$ cat src/common/cpsi_pkg.sv
// package of register map, field positions and timing for cpsi register bank
package cpsi_pkg;

  // register addresses on the serial control bus
  localparam logic [7:0] CPSI_ISR_ADDR    = 8'hC7;
  localparam logic [7:0] CPSI_VERIFY_ADDR = 8'hC8;
  localparam logic [7:0] CPSI_BLUE_ADDR   = 8'hCE;
  localparam logic [7:0] CPSI_IND_ADDR    = 8'hD0;

  // interrupt status fields
  localparam int CPSI_IS_INDIRECT = 7;
  localparam int CPSI_IS_RXDET    = 6;
  localparam int CPSI_IS_DOWN     = 5;
  localparam int CPSI_IS_LIST     = 4;
  localparam int CPSI_IS_VECTOR   = 3;
  localparam int CPSI_IS_FAIL     = 2;
  localparam int CPSI_IS_PASS     = 1;
  localparam int CPSI_IS_GLOBAL   = 0;
  localparam int CPSI_GLOBAL_EN   = 0;

  // key-store verify control fields
  localparam int CPSI_VFY_PASS  = 7;
  localparam int CPSI_VFY_DONE  = 6;
  localparam int CPSI_VFY_START = 2;
  localparam logic [7:0] CPSI_VFY_SPARE_MASK = 8'h23;

  // indirect access status and control fields
  localparam int CPSI_IND_RESET   = 7;
  localparam int CPSI_IND_SPEEDUP = 6;
  localparam int CPSI_IND_TO_DIS  = 5;
  localparam int CPSI_IND_FAST    = 4;
  localparam int CPSI_IND_ACK     = 1;
  localparam int CPSI_IND_DONE    = 0;

  // reset values
  localparam logic [7:0] CPSI_ZERO_BYTE  = 8'h00;
  localparam logic [7:0] CPSI_BLUE_RESET = 8'hFF;

  // timing
  localparam int CPSI_CLK_MHZ          = 50;
  localparam int CPSI_IDLE_TIMEOUT_US  = 1000000;
  localparam int CPSI_SPEEDUP_US       = 50;
  localparam int CPSI_IDLE_CYCLES      = CPSI_IDLE_TIMEOUT_US * CPSI_CLK_MHZ;
  localparam int CPSI_SPEEDUP_CYCLES   = CPSI_SPEEDUP_US * CPSI_CLK_MHZ;
  localparam int CPSI_TIMER_W          = 26;

  // one register access from the serial control bus slave
  typedef struct packed {
    logic [7:0] addr;
    logic       wr;
    logic       rd;
    logic [7:0] wdata;
  } cpsi_reg_req_t;

  // one-cycle event pulses from the content-protection engine
  typedef struct packed {
    logic downstream_irq;
    logic vector_list_ready;
    logic vector_ready;
    logic auth_fail;
    logic auth_pass;
  } cpsi_events_t;

  function automatic logic cpsi_hit(input cpsi_reg_req_t req,
                                    input logic [7:0]    addr);
    cpsi_hit = (req.addr == addr);
  endfunction

endpackage

$ cat src/verilog/cpsi_idle_timer.sv
// bus idle timer of the remote i2c master
`timescale 1ns/1ns
module cpsi_idle_timer
  import cpsi_pkg::*;
#(
  parameter int LONG_CYCLES  = CPSI_IDLE_CYCLES,
  parameter int SHORT_CYCLES = CPSI_SPEEDUP_CYCLES
) (
  input  wire logic clk_sys,
  input  wire logic resetn,
  input  wire logic bus_activity,
  input  wire logic master_reset,
  input  wire logic timeout_disable,
  input  wire logic speedup,
  output logic      bus_free
);

  logic [CPSI_TIMER_W-1:0] count;
  logic [CPSI_TIMER_W-1:0] limit;
  logic                    expired;

  assign limit = speedup ? CPSI_TIMER_W'(SHORT_CYCLES)
                         : CPSI_TIMER_W'(LONG_CYCLES);
  assign expired = (count >= limit);

  // counts idle cycles, restarts on any bus signalling
  always_ff @(posedge clk_sys or negedge resetn) begin
    if (!resetn) begin
      count <= '0;
    end else if (bus_activity || master_reset || timeout_disable) begin
      count <= '0;
    end else if (!expired) begin
      count <= count + CPSI_TIMER_W'(1);
    end
  end

  // bus declared free once idle longer than the limit
  always_ff @(posedge clk_sys or negedge resetn) begin
    if (!resetn) begin
      bus_free <= 1'b0;
    end else begin
      bus_free <= expired && !bus_activity && !timeout_disable;
    end
  end

  no_free_disabled_a: assert property (
    @(posedge clk_sys) disable iff (!resetn)
    timeout_disable |=> !bus_free)
    else $error("bus free reported with timeout disabled");

  short_limit_a: assert property (
    @(posedge clk_sys) disable iff (!resetn)
    (speedup && !timeout_disable && !bus_activity && !master_reset
     && count == CPSI_TIMER_W'(SHORT_CYCLES - 1)) ##1
    (!bus_activity && !timeout_disable && speedup) |=> bus_free)
    else $error("speedup timeout did not expire on time");

endmodule // cpsi_idle_timer

$ cat src/verilog/cpsi_regs.sv
// content-protection status, key verify and indirect access registers
//
// Behaviour
// - set status bit 7 when an indirect access finishes
// - set status bit 6 on receiver detect, or on lock when selected
// - set status bit 5 on interrupt forwarded from downstream
// - set status bit 4 when the vector list is readable
// - set status bit 3 when the receiver vector is readable
// - set status bit 2 on authentication failure or loss
// - set status bit 1 on authentication success
// - status bit 0 shows any enabled status bit currently set
// - verify start hashes all keys, compares, then clears itself
// - verify done flag rises when verification completes
// - pass flag gives the result, valid only while done is set
// - blue channel carries the fill byte during blue screen, reset FF
// - writing 1 to bit 7 resets the remote i2c master
// - bus taken as free after 1 s idle unless timeout disabled
// - speedup bit cuts the idle timeout to 50 us
// - bit 4 selects fast or standard timing for the remote master
// - ack flag set only on a valid acknowledge at transfer end
// - done flag set on completion, cleared by read or new access
// - read byte returned by the device, kept until the next valid read
// - interrupt output driven only with global enable set
`timescale 1ns/1ns
module cpsi_regs
  import cpsi_pkg::*;
#(
  parameter int IDLE_CYCLES = CPSI_IDLE_CYCLES,
  parameter int KEY_WORDS   = 64,
  parameter int KEY_AW      = 6,
  parameter int KEY_W       = 32,
  parameter int DIGEST_W    = 160
) (
  input  wire logic                clk_sys,
  input  wire logic                resetn,
  input  wire cpsi_reg_req_t       reg_req,
  output logic [7:0]               reg_rdata,
  input  wire logic [7:0]          irq_enable,
  output logic                     irq_n,
  input  wire cpsi_events_t        events,
  input  wire logic                rx_detect,
  input  wire logic                rx_lock,
  input  wire logic                receiver_detect_wait_lock,
  input  wire logic                ind_access_start,
  input  wire logic                ind_access_complete,
  input  wire logic                ind_ack_in,
  input  wire logic                ind_read_valid,
  input  wire logic [7:0]          ind_read_byte,
  output logic [7:0]               indirect_data_byte,
  input  wire logic                bus_activity,
  output logic                     remote_master_reset,
  output logic                     bus_timeout_disable,
  output logic                     idle_timer_speedup,
  output logic                     remote_fast_mode,
  output logic                     bus_free,
  output logic [KEY_AW-1:0]        key_addr,
  input  wire logic [KEY_W-1:0]    key_data,
  output logic                     hash_restart,
  output logic                     hash_word_valid,
  output logic [KEY_W-1:0]         hash_word,
  input  wire logic                digest_valid,
  input  wire logic [DIGEST_W-1:0] digest,
  input  wire logic [DIGEST_W-1:0] stored_digest,
  input  wire logic                blue_screen_active,
  input  wire logic [7:0]          pixel_blue,
  output logic [7:0]               blue_channel
);

  typedef enum logic [2:0] {
    CPSI_V_IDLE  = 3'b001,
    CPSI_V_FETCH = 3'b010,
    CPSI_V_WAIT  = 3'b100
  } cpsi_vstate_t;

  cpsi_vstate_t vstate;
  logic [7:1]   isr_sticky;
  logic [7:1]   isr_set;
  logic [7:1]   next_isr;
  logic         isr_global;
  logic         next_global;
  logic         isr_read;
  logic         ind_read;
  logic         rxdet_qual;
  logic         rxdet_prev;
  logic         rxdet_rise;
  logic         verify_start;
  logic         verify_done;
  logic         verify_pass;
  logic [7:0]   verify_spare;
  logic         fetch_pend;
  logic         start_req;
  logic [7:0]   blue_fill;
  logic         ind_done;
  logic         ind_ack;
  logic [7:0]   read_value;

  assign isr_read = reg_req.rd && cpsi_hit(reg_req, CPSI_ISR_ADDR);
  assign ind_read = reg_req.rd && cpsi_hit(reg_req, CPSI_IND_ADDR);
  assign start_req = reg_req.wr && cpsi_hit(reg_req, CPSI_VERIFY_ADDR)
                     && reg_req.wdata[CPSI_VFY_START];

  // receiver detect, optionally qualified by receiver lock
  assign rxdet_qual = receiver_detect_wait_lock ? (rx_detect && rx_lock)
                                                : rx_detect;
  assign rxdet_rise = rxdet_qual && !rxdet_prev;

  always_ff @(posedge clk_sys or negedge resetn) begin
    if (!resetn) begin
      rxdet_prev <= 1'b0;
    end else begin
      rxdet_prev <= rxdet_qual;
    end
  end

  // status events; a set in the read cycle survives the clear-on-read
  always_comb begin
    isr_set                   = '0;
    isr_set[CPSI_IS_INDIRECT] = ind_access_complete;
    isr_set[CPSI_IS_RXDET]    = rxdet_rise;
    isr_set[CPSI_IS_DOWN]     = events.downstream_irq;
    isr_set[CPSI_IS_LIST]     = events.vector_list_ready;
    isr_set[CPSI_IS_VECTOR]   = events.vector_ready;
    isr_set[CPSI_IS_FAIL]     = events.auth_fail;
    isr_set[CPSI_IS_PASS]     = events.auth_pass;
    next_isr    = (isr_read ? '0 : isr_sticky) | isr_set;
    next_global = |(next_isr & irq_enable[7:1]);
  end

  always_ff @(posedge clk_sys or negedge resetn) begin
    if (!resetn) begin
      isr_sticky <= '0;
      isr_global <= 1'b0;
    end else begin
      isr_sticky <= next_isr;
      isr_global <= next_global;
    end
  end

  // interrupt pin, active low, gated by the global enable
  always_ff @(posedge clk_sys or negedge resetn) begin
    if (!resetn) begin
      irq_n <= 1'b1;
    end else begin
      irq_n <= !(next_global && irq_enable[CPSI_GLOBAL_EN]);
    end
  end

  // key-store verify sequencer
  always_ff @(posedge clk_sys or negedge resetn) begin
    if (!resetn) begin
      vstate       <= CPSI_V_IDLE;
      verify_start <= 1'b0;
      verify_done  <= 1'b0;
      verify_pass  <= 1'b0;
      key_addr     <= '0;
      hash_restart <= 1'b0;
    end else begin
      hash_restart <= 1'b0;
      unique case (vstate)
        CPSI_V_IDLE: begin
          if (start_req) begin
            vstate       <= CPSI_V_FETCH;
            verify_start <= 1'b1;
            verify_done  <= 1'b0;
            verify_pass  <= 1'b0;
            key_addr     <= '0;
            hash_restart <= 1'b1;
          end
        end
        CPSI_V_FETCH: begin
          if (key_addr == KEY_AW'(KEY_WORDS - 1)) begin
            vstate <= CPSI_V_WAIT;
          end else begin
            key_addr <= key_addr + KEY_AW'(1);
          end
        end
        CPSI_V_WAIT: begin
          if (digest_valid && !fetch_pend) begin
            vstate       <= CPSI_V_IDLE;
            verify_start <= 1'b0;
            verify_done  <= 1'b1;
            verify_pass  <= (digest == stored_digest);
          end
        end
      endcase
    end
  end

  // key words arrive one cycle after their address, then go to the hash
  always_ff @(posedge clk_sys or negedge resetn) begin
    if (!resetn) begin
      fetch_pend      <= 1'b0;
      hash_word_valid <= 1'b0;
      hash_word       <= '0;
    end else begin
      fetch_pend      <= (vstate == CPSI_V_FETCH);
      hash_word_valid <= fetch_pend;
      hash_word       <= fetch_pend ? key_data : hash_word;
    end
  end

  // spare verify control bits keep what software writes
  always_ff @(posedge clk_sys or negedge resetn) begin
    if (!resetn) begin
      verify_spare <= CPSI_ZERO_BYTE;
    end else if (reg_req.wr && cpsi_hit(reg_req, CPSI_VERIFY_ADDR)) begin
      verify_spare <= reg_req.wdata & CPSI_VFY_SPARE_MASK;
    end
  end

  // blue screen fill value and blue channel mux
  always_ff @(posedge clk_sys or negedge resetn) begin
    if (!resetn) begin
      blue_fill <= CPSI_BLUE_RESET;
    end else if (reg_req.wr && cpsi_hit(reg_req, CPSI_BLUE_ADDR)) begin
      blue_fill <= reg_req.wdata;
    end
  end

  always_ff @(posedge clk_sys or negedge resetn) begin
    if (!resetn) begin
      blue_channel <= CPSI_ZERO_BYTE;
    end else begin
      blue_channel <= blue_screen_active ? blue_fill : pixel_blue;
    end
  end

  // indirect access control bits
  always_ff @(posedge clk_sys or negedge resetn) begin
    if (!resetn) begin
      remote_master_reset <= 1'b0;
      idle_timer_speedup  <= 1'b0;
      bus_timeout_disable <= 1'b0;
      remote_fast_mode    <= 1'b0;
    end else if (reg_req.wr && cpsi_hit(reg_req, CPSI_IND_ADDR)) begin
      remote_master_reset <= reg_req.wdata[CPSI_IND_RESET];
      idle_timer_speedup  <= reg_req.wdata[CPSI_IND_SPEEDUP];
      bus_timeout_disable <= reg_req.wdata[CPSI_IND_TO_DIS];
      remote_fast_mode    <= reg_req.wdata[CPSI_IND_FAST];
    end else begin
      remote_master_reset <= 1'b0;
    end
  end

  // indirect access done and acknowledge flags
  always_ff @(posedge clk_sys or negedge resetn) begin
    if (!resetn) begin
      ind_done <= 1'b0;
      ind_ack  <= 1'b0;
    end else begin
      if (ind_access_complete) begin
        ind_done <= 1'b1;
        ind_ack  <= ind_ack_in;
      end else if (ind_access_start) begin
        ind_done <= 1'b0;
        ind_ack  <= 1'b0;
      end else if (ind_read) begin
        ind_done <= 1'b0;
      end
    end
  end

  // byte returned by a successful indirect read
  always_ff @(posedge clk_sys or negedge resetn) begin
    if (!resetn) begin
      indirect_data_byte <= CPSI_ZERO_BYTE;
    end else if (ind_read_valid) begin
      indirect_data_byte <= ind_read_byte;
    end
  end

  cpsi_idle_timer #(
    .LONG_CYCLES  (IDLE_CYCLES),
    .SHORT_CYCLES (CPSI_SPEEDUP_CYCLES)
  ) cpsi_idle_timer_i (
    .clk_sys         (clk_sys),
    .resetn          (resetn),
    .bus_activity    (bus_activity),
    .master_reset    (remote_master_reset),
    .timeout_disable (bus_timeout_disable),
    .speedup         (idle_timer_speedup),
    .bus_free        (bus_free)
  );

  // read data mux; unmapped addresses read as zero
  always_comb begin
    read_value = CPSI_ZERO_BYTE;
    unique case (reg_req.addr)
      CPSI_ISR_ADDR: begin
        read_value[7:1]            = isr_sticky;
        read_value[CPSI_IS_GLOBAL] = isr_global;
      end
      CPSI_VERIFY_ADDR: begin
        read_value                 = verify_spare;
        read_value[CPSI_VFY_PASS]  = verify_pass;
        read_value[CPSI_VFY_DONE]  = verify_done;
        read_value[CPSI_VFY_START] = verify_start;
      end
      CPSI_BLUE_ADDR: begin
        read_value = blue_fill;
      end
      CPSI_IND_ADDR: begin
        read_value[CPSI_IND_SPEEDUP] = idle_timer_speedup;
        read_value[CPSI_IND_TO_DIS]  = bus_timeout_disable;
        read_value[CPSI_IND_FAST]    = remote_fast_mode;
        read_value[CPSI_IND_ACK]     = ind_ack;
        read_value[CPSI_IND_DONE]    = ind_done;
      end
      default: begin
        read_value = CPSI_ZERO_BYTE;
      end
    endcase
  end

  always_ff @(posedge clk_sys or negedge resetn) begin
    if (!resetn) begin
      reg_rdata <= CPSI_ZERO_BYTE;
    end else if (reg_req.rd) begin
      reg_rdata <= read_value;
    end
  end

  indirect_status_a: assert property (
    @(posedge clk_sys) disable iff (!resetn)
    ind_access_complete |=> isr_sticky[CPSI_IS_INDIRECT])
    else $error("indirect completion not flagged in status");

  receiver_detect_a: assert property (
    @(posedge clk_sys) disable iff (!resetn)
    (receiver_detect_wait_lock && rx_detect && !rx_lock && !rxdet_prev
     && !isr_sticky[CPSI_IS_RXDET]) |=> !isr_sticky[CPSI_IS_RXDET])
    else $error("receiver detect flagged before lock");

  event_status_a: assert property (
    @(posedge clk_sys) disable iff (!resetn)
    (|{events.downstream_irq, events.vector_list_ready,
       events.vector_ready, events.auth_fail, events.auth_pass})
    |=> ((isr_sticky[5:1] & $past({events.downstream_irq,
          events.vector_list_ready, events.vector_ready,
          events.auth_fail, events.auth_pass}))
         == $past({events.downstream_irq, events.vector_list_ready,
          events.vector_ready, events.auth_fail, events.auth_pass})))
    else $error("engine event lost from status");

  global_flag_a: assert property (
    @(posedge clk_sys) disable iff (!resetn)
    ##1 (isr_global == |(isr_sticky & $past(irq_enable[7:1]))))
    else $error("global status does not match enabled bits");

  irq_gate_a: assert property (
    @(posedge clk_sys) disable iff (!resetn)
    ##1 (!irq_n == (isr_global && $past(irq_enable[CPSI_GLOBAL_EN]))))
    else $error("interrupt pin disagrees with global enable");

  verify_finish_a: assert property (
    @(posedge clk_sys) disable iff (!resetn)
    (vstate == CPSI_V_WAIT && digest_valid && !fetch_pend)
    |=> (!verify_start && verify_done && vstate == CPSI_V_IDLE))
    else $error("verify did not finish on digest");

  verify_result_a: assert property (
    @(posedge clk_sys) disable iff (!resetn)
    $rose(verify_done) |-> verify_pass == $past(digest == stored_digest))
    else $error("verify pass flag does not match compare");

  blue_fill_a: assert property (
    @(posedge clk_sys) disable iff (!resetn)
    blue_screen_active |=> blue_channel == $past(blue_fill))
    else $error("blue channel not carrying fill value");

  master_reset_a: assert property (
    @(posedge clk_sys) disable iff (!resetn)
    (reg_req.wr && reg_req.addr == CPSI_IND_ADDR
     && reg_req.wdata[CPSI_IND_RESET]) |=> remote_master_reset ##1
    (!remote_master_reset || $past(reg_req.wr)))
    else $error("remote master reset pulse wrong");

  ack_flag_a: assert property (
    @(posedge clk_sys) disable iff (!resetn)
    ind_access_complete |=> ind_ack == $past(ind_ack_in))
    else $error("ack flag does not follow acknowledge");

  done_clear_a: assert property (
    @(posedge clk_sys) disable iff (!resetn)
    (ind_read && !ind_access_complete) |=> !ind_done)
    else $error("indirect done not cleared by read");

endmodule // cpsi_regs
$ cat config.mk
export PLATFORM = sky130hd
export DESIGN_NAME = cpsi_regs
export DESIGN_NICKNAME = d
export VERILOG_FILES = /design/src/common/cpsi_pkg.sv /design/src/verilog/cpsi_idle_timer.sv /design/src/verilog/cpsi_regs.sv
export SDC_FILE = /design/constraint.sdc
export NUM_CORES = 1
export LEC_CHECK = 0
export BUFFER_PORTS_ARGS = -buffer_cell sky130_fd_sc_hd__buf_2
export CORE_AREA = 10 10 181 183
export DETAILED_ROUTE_END_ITERATION = 12
export DIE_AREA = 0 0 191 193
export GPL_TIMING_DRIVEN = 0
export PLACE_DENSITY = 0.53
export SYNTH_ARGS = -nofsm -noshare
export SYNTH_HDL_FRONTEND = slang
export SYNTH_SLANG_ARGS = --single-unit
$ cat constraint.sdc
create_clock -name clk_sys -period 4.5 [get_ports clk_sys]
set_input_delay 0.9 -clock clk_sys [delete_from_list [all_inputs] [get_ports clk_sys]]
set_output_delay 0.9 -clock clk_sys [all_outputs]
set_load 0.01 [all_outputs]
======== Word-level counts from Yosys, hierarchy flattened ========
Cells that the tools add are included.
word-level totals
  memory bits (read-only) ................. 0
  output and inout port bits .............. 70
  logic and storage cells ................. 105
  latch bits .............................. 0
  memories kept ........................... 0
  bits in registers ....................... 125
  bits in writable memories ............... 0
  input port bits ......................... 411
operators by class
  equal/unequal tests ..................... 14
  shift-type cells ........................ 0
  muxes and demuxes ....................... 33
  order comparisons ....................... 1
  divide/modulo/power cells ............... 0
  $add $sub $neg .......................... 2
  bitwise operators ....................... 2
  multipliers ............................. 0
  reduce and logical (&&, ||, !) cells .... 27
operators with widths
  kind                                            count
  == test 160 bit                                 1
  two-way mux 26 bit                              3
  == test 8 bit (second input constant)           4
  adder 26 x 1 -> 26 bit (second input constant)  1
  greater-or-equal comparator 26 bit              1
  two-way mux 1 bit                               14
  logical AND 1 bit                               12
  two-way mux 6 bit                               2
  case mux 3 bit (4 select lines)                 1
  case mux 6 bit (2 select lines)                 1
  != test 2 bit (second input constant)           5
  two-way mux 3 bit                               3
  case mux 3 bit (3 select lines)                 1
  AND reduction 3 bit                             3
  two-way mux 8 bit                               1
  case mux 2 bit (4 select lines)                 1
  bitwise AND 7 bit                               1
  two-way mux 7 bit                               1
  bitwise OR 7 bit                                1
  OR reduction 7 bit                              1
  adder 6 x 1 -> 6 bit (second input constant)    1
  == test 6 bit (second input constant)           1
  case mux 1 bit (2 select lines)                 3
  case mux 2 bit (3 select lines)                 1
  8 further kinds                                 15

======== Longest topological paths before layout ========
  depth after elaboration ................. 8
  gate-level depth with buffers ........... 10
  mapped depth without buffers ............ 8

======== Modules after synthesis ========
From an unflattened synthesis, not the netlist that was laid out.
unflattened totals
  cell total of the unflattened synthesis .. 712
  area total of the unflattened synthesis .. 7,609.8 um^2
modules (own cells, without submodules)
  module           area each (um^2)  cells each  times used  seq. area each (um^2)
  cpsi_regs        5,706.7           509         1           2,464.9
  cpsi_idle_timer  1,903.1           203         1           675.6

======== Least setup slack after synthesis ========
Ideal clock, no wire load.
  path type ............................... register to register
  start ................................... register idle_timer_speedup
  end ..................................... register cpsi_idle_timer_i.count[24]
  stages on the path, launching flop included .. 10
  library setup time ...................... 0.078 ns
  arrival time ............................ 2.749 ns
  path buffers ............................ 1
  path slack .............................. 1.673 ns
  period minus slack after synthesis ...... 2.827 ns
  required time ........................... 4.422 ns
  path through ............................ dfrtp_1 inv_1 ha_1 a41o_1 a21oi_4 o22ai_4 or3_4 buf_6 or4_1 a21oi_1
between the ends
  word-level cells in the longest chain between the ends .. 3
ends and longest elaborated chain
  what                                line                   RTL
  start, declared                     cpsi_regs.sv:53        output logic idle_timer_speedup,
  start signal, assigned              cpsi_regs.sv:237       idle_timer_speedup <= reg_req.wdata[CPSI_IND_SPEEDUP];
  two-way mux 26 bit                  cpsi_idle_timer.sv:22  assign limit = speedup ? CPSI_TIMER_W'(SHORT_CYCLES)
  greater-or-equal comparator 26 bit  cpsi_idle_timer.sv:24  assign expired = (count >= limit);
  != test 2 bit (no line)             n/a
  end signal, assigned                cpsi_idle_timer.sv:33  count <= count + CPSI_TIMER_W'(1);
  end, declared                       cpsi_idle_timer.sv:18  logic [CPSI_TIMER_W-1:0] count;
Every way passes these cells.
A chain may end at the register's enable or synchronous reset.

======== Final worst setup path ========
  start ................................... register idle_timer_speedup
  end ..................................... register cpsi_idle_timer_i.count[12]
The elaborated chain is that of the path after synthesis.

==> reports/qor.txt <==
Multi-input gate area = 0.00427 sq mm
highest metal layer with signal wires = met5
Synth area leader = dfrtp_1
endpoint type of the worst setup path = flip-flop
Synth Area in Compound Gates = 0.0966
M1 wire length = 13,900 microns
TritonCTS buffer count = 17
synth top area cells = dfrtp_1 38%, xor2_1 13%, mux2_2 9.2%
I/O pins = 481
Final period util = 0.720
Clock Path Buffers = 2
CP max FO = 16
Worst path slowest cell = dfrtp_1
Core Area = 0.0292 sq mm
Slew Limit Fails = 0
GP Congestion = 0.953
Switching Fraction = 0.324
first-pass GRT wire length = 52,700 microns
FILL cells = 3,012
Post-Synth Adder-Cell Area = 0.0297
Distinct cells, synth = 64
crit path kind = reg -> reg
Buf/Inv on CP = 1
final hold vios = 0
vias = 7,618
Post-Synthesis Cells = 705
Peak VDD IR = 0.000176 V
register area share after synthesis = 0.414
Startpoint Class = flip-flop
actual slew at the worst max-slew pin = 0.959 ns
1st-iter DRT viols = 377
HPWL after DPL = 32,900 microns
Sink Count = 125
number of global-route vias before repair = 8,334
WL per Instance = 23.1 microns
flops & latches, synth = 125
clock power share = 0.340
Final TNS setup = 0 ns
post-CTS sizing = 0
Gate power share = 0.289
net count after synthesis = 1,134
top_reg_cell synth = dfrtp_1
DRC viols = 0
DRT Pass-1 Iters = 5
fmax = 309 MHz
root buf cell = clkbuf_16
slowest stage delay, CP = 0.78 ns
Initial Util = 0.259
Period minus WS final = 3.24 ns
Post-CTS Setup Inserts = 0
Post-CTS Hold Buffers = 0
P_int = 0.00270 W
Reg area = 0.00314 sq mm
antenna violations before repair = 29
worst skew pair latency = 0.43 ns
largest family of logic cells by synthesized area = XOR/XNOR gates
die height = 193 microns
CTS tree = built
post-synth top area share = 0.380
gr usage total = 0.195
multiplexer share of the synthesized area = 0.0935
via-per-instance ratio = 4.69
worst clock skew = 0.00918 ns
largest net degree at the start of global routing = 64
Synth Cell Area = 0.00758 sq mm
Cell Rows = 63
Mean Syn Cell Area = 10.7 sq um
Layout Nets = 1,632
critical path, cell by cell = ha_1, a211o_1, a21oi_1, o21ai_0, clkbuf_1, nor3_1, nand4_1, mux2i_1
htree depth = 4
outcome = completed
die area = 0.0369 sq mm
Synth async-reset ratio = 1.00
Slew Limit Headroom = 0.356
Hold Crit Class = reg -> reg
Congestion Overflow GR = 0
Worst Path Required = 4.81 ns
met2 wire length = 19,800 microns
EDFF count, synth = 0
Detailed Route WL = 37,500 microns
die width = 191 microns
Sw Pwr = 0.00129 W
leakage power = 5.33 nW
Syn. warnings = 0
Layout area overhead = 46.7%
crit-path leading delay family = simple AND/OR/NAND/NOR gates
RSZ-0062 raised after global routing = false
Setup violations, final = 0
Post-Synth Simple-Gate Area = 0.149
Met3 Routed Length = 3060 microns
I/O Buffers = 478
Worst-path clk slew = 0.07 ns
Reg power frac = 0.371
Routed Antenna Nets = 0
layout cells sized above 1 = 0.498
Pwr Density = 359 mW/mm^2
Max Cap Viol = 0
critical path arrival = 3.55 ns
Final Util = 0.380
xor and xnor fraction of the mapped netlist area = 0.195
==> layout by cell type, fill, tap and decap left out, types with 11 or more instances in the layout <==
| cell | Yosys | routed |
|---|---|---|
| inv_1 | 22 | 22 |
| nand2_1 | 32 | 32 |
| clkbuf_1 | 12 | 12 |
| a21o_1 | 11 | 11 |
| diode_2 | 0 | 18 |
| buf_2 | 1 | 478 |
| xor2_1 | 115 | 115 |
| xnor2_1 | 54 | 54 |
| dfrtp_1 | 115 | 115 |
| nand3_1 | 18 | 18 |
| a21oi_1 | 20 | 20 |
| mux2_2 | 62 | 62 |
| nor4_1 | 38 | 38 |
| ha_1 | 18 | 18 |
| nor2_1 | 18 | 18 |
| nand4_1 | 28 | 28 |
| clkbuf_16 | 0 | 17 |
==> worst register-to-register path: stages (launching register included) <==
cell	delay (ns)
dfrtp_1	0.78
ha_1	0.39
a211o_1	0.30
a21oi_1	0.15
o21ai_0	0.13
clkbuf_1	0.26
nor3_1	0.72
nand4_1	0.23
mux2i_1	0.17
==> power groups by stage <==
stage,clock network (W),logic (W),registers (W)
2_1_floorplan,0,0.000487,0.00158
3_3_place_gp,0,0.00116,0.00149
3_5_place_dp,0,0.00118,0.00150
4_1_cts,0.00140,0.00118,0.00148
5_1_grt,0.00145,0.00127,0.00152
6_report,0.00136,0.00115,0.00148
==> logic make-up after synthesis <==
family | count (synthesis)
AND/OR/NAND/NOR | 194
multiplexers | 63
flip-flops | 125
XOR/XNOR | 169
adder cells (fa/ha/maj) | 18
AO/OA/AOI/OAI | 97
buffers and inverters | 39
==> metrics by stage <==
stage          cell area (sq um)  instances  total power (W)  worst slack [ns]  hold slack, ns
3_3_place_gp               10500       1573          0.00265             0.703           0.370
3_5_place_dp               10500       1574          0.00268              1.29           0.381
4_1_cts                    11100       1606          0.00406              1.26           0.396
5_1_grt                    11100       1615          0.00424              1.07           0.400
6_report                   11100       1624          0.00399              1.26           0.385
2_1_floorplan               7580        705          0.00207              1.67           0.352
==> routing by layer <==
metal / GRT usage / up-vias
met1: 0.205 / 3636
met3: 0.0818 / 63
li1: - / 3610
met2: 0.348 / 279
met5: 0 / -
met4: 0.0615 / 30
==> final timing paths <==
kind	startpoint	end	slack, ns	depth (start not counted)
max in group asynchronous	resetn	blue_fill[6]$_DFFE_PN1P_	3.30	2
worst min-delay path	fetch_pend$_DFF_PN0_	hash_word_valid$_DFF_PN0_	0.38	0
worst min register to register	fetch_pend$_DFF_PN0_	hash_word_valid$_DFF_PN0_	0.38	0
worst max-delay path	idle_timer_speedup$_DFFE_PN0P_	cpsi_idle_timer_i.count[12]$_DFFE_PN0P_	1.26	8
min in group asynchronous	resetn	cpsi_idle_timer_i.count[5]$_DFFE_PN0P_	0.45	1
worst max register to register	idle_timer_speedup$_DFFE_PN0P_	cpsi_idle_timer_i.count[12]$_DFFE_PN0P_	1.26	8
==> cell usage after synthesis (all sizes together) (2+ instances only) <==
library cell / instances
nor3: 10
nand4b: 3
o31ai: 8
dfstp: 10
or4: 9
and4: 4
clkbuf: 12
a21boi: 5
xor2: 115
o22ai: 10
and3: 5
nor4: 38
nand2: 32
a31o: 4
dfrtp: 115
nand4: 28
nand2b: 7
mux2: 62
nor2b: 2
and2: 3
nand3b: 3
a22oi: 6
buf: 5
a21oi: 22
nor2: 18
o21a: 2
nand3: 18
o21ai: 8
or2: 4
a211o: 2
or3: 5
inv: 22
a211oi: 2
xnor2: 54
a21o: 11
nor3b: 3
ha: 18
a222oi: 8
==> registers in the layout (all words and copies together), names as in the netlist, 6 cells and up <==
signal	cells
blue_channel	8
blue_fill	8
cpsi_idle_timer_i.count	26
hash_word	32
indirect_data_byte	8
isr_sticky	7
key_addr	6
reg_rdata	8
==> final cells by class <==
cell class                 count  area share
multi-input combinational    541       0.385
sequential                   125       0.283
timing repair buffer         479       0.218
tap                          390      0.0439
clock buffer                  17      0.0383
clock inverter                15      0.0137
inverter                      22     0.00743
buffer                        17     0.00720
antenna                       18     0.00405
(Power assumes the default switching activity.)
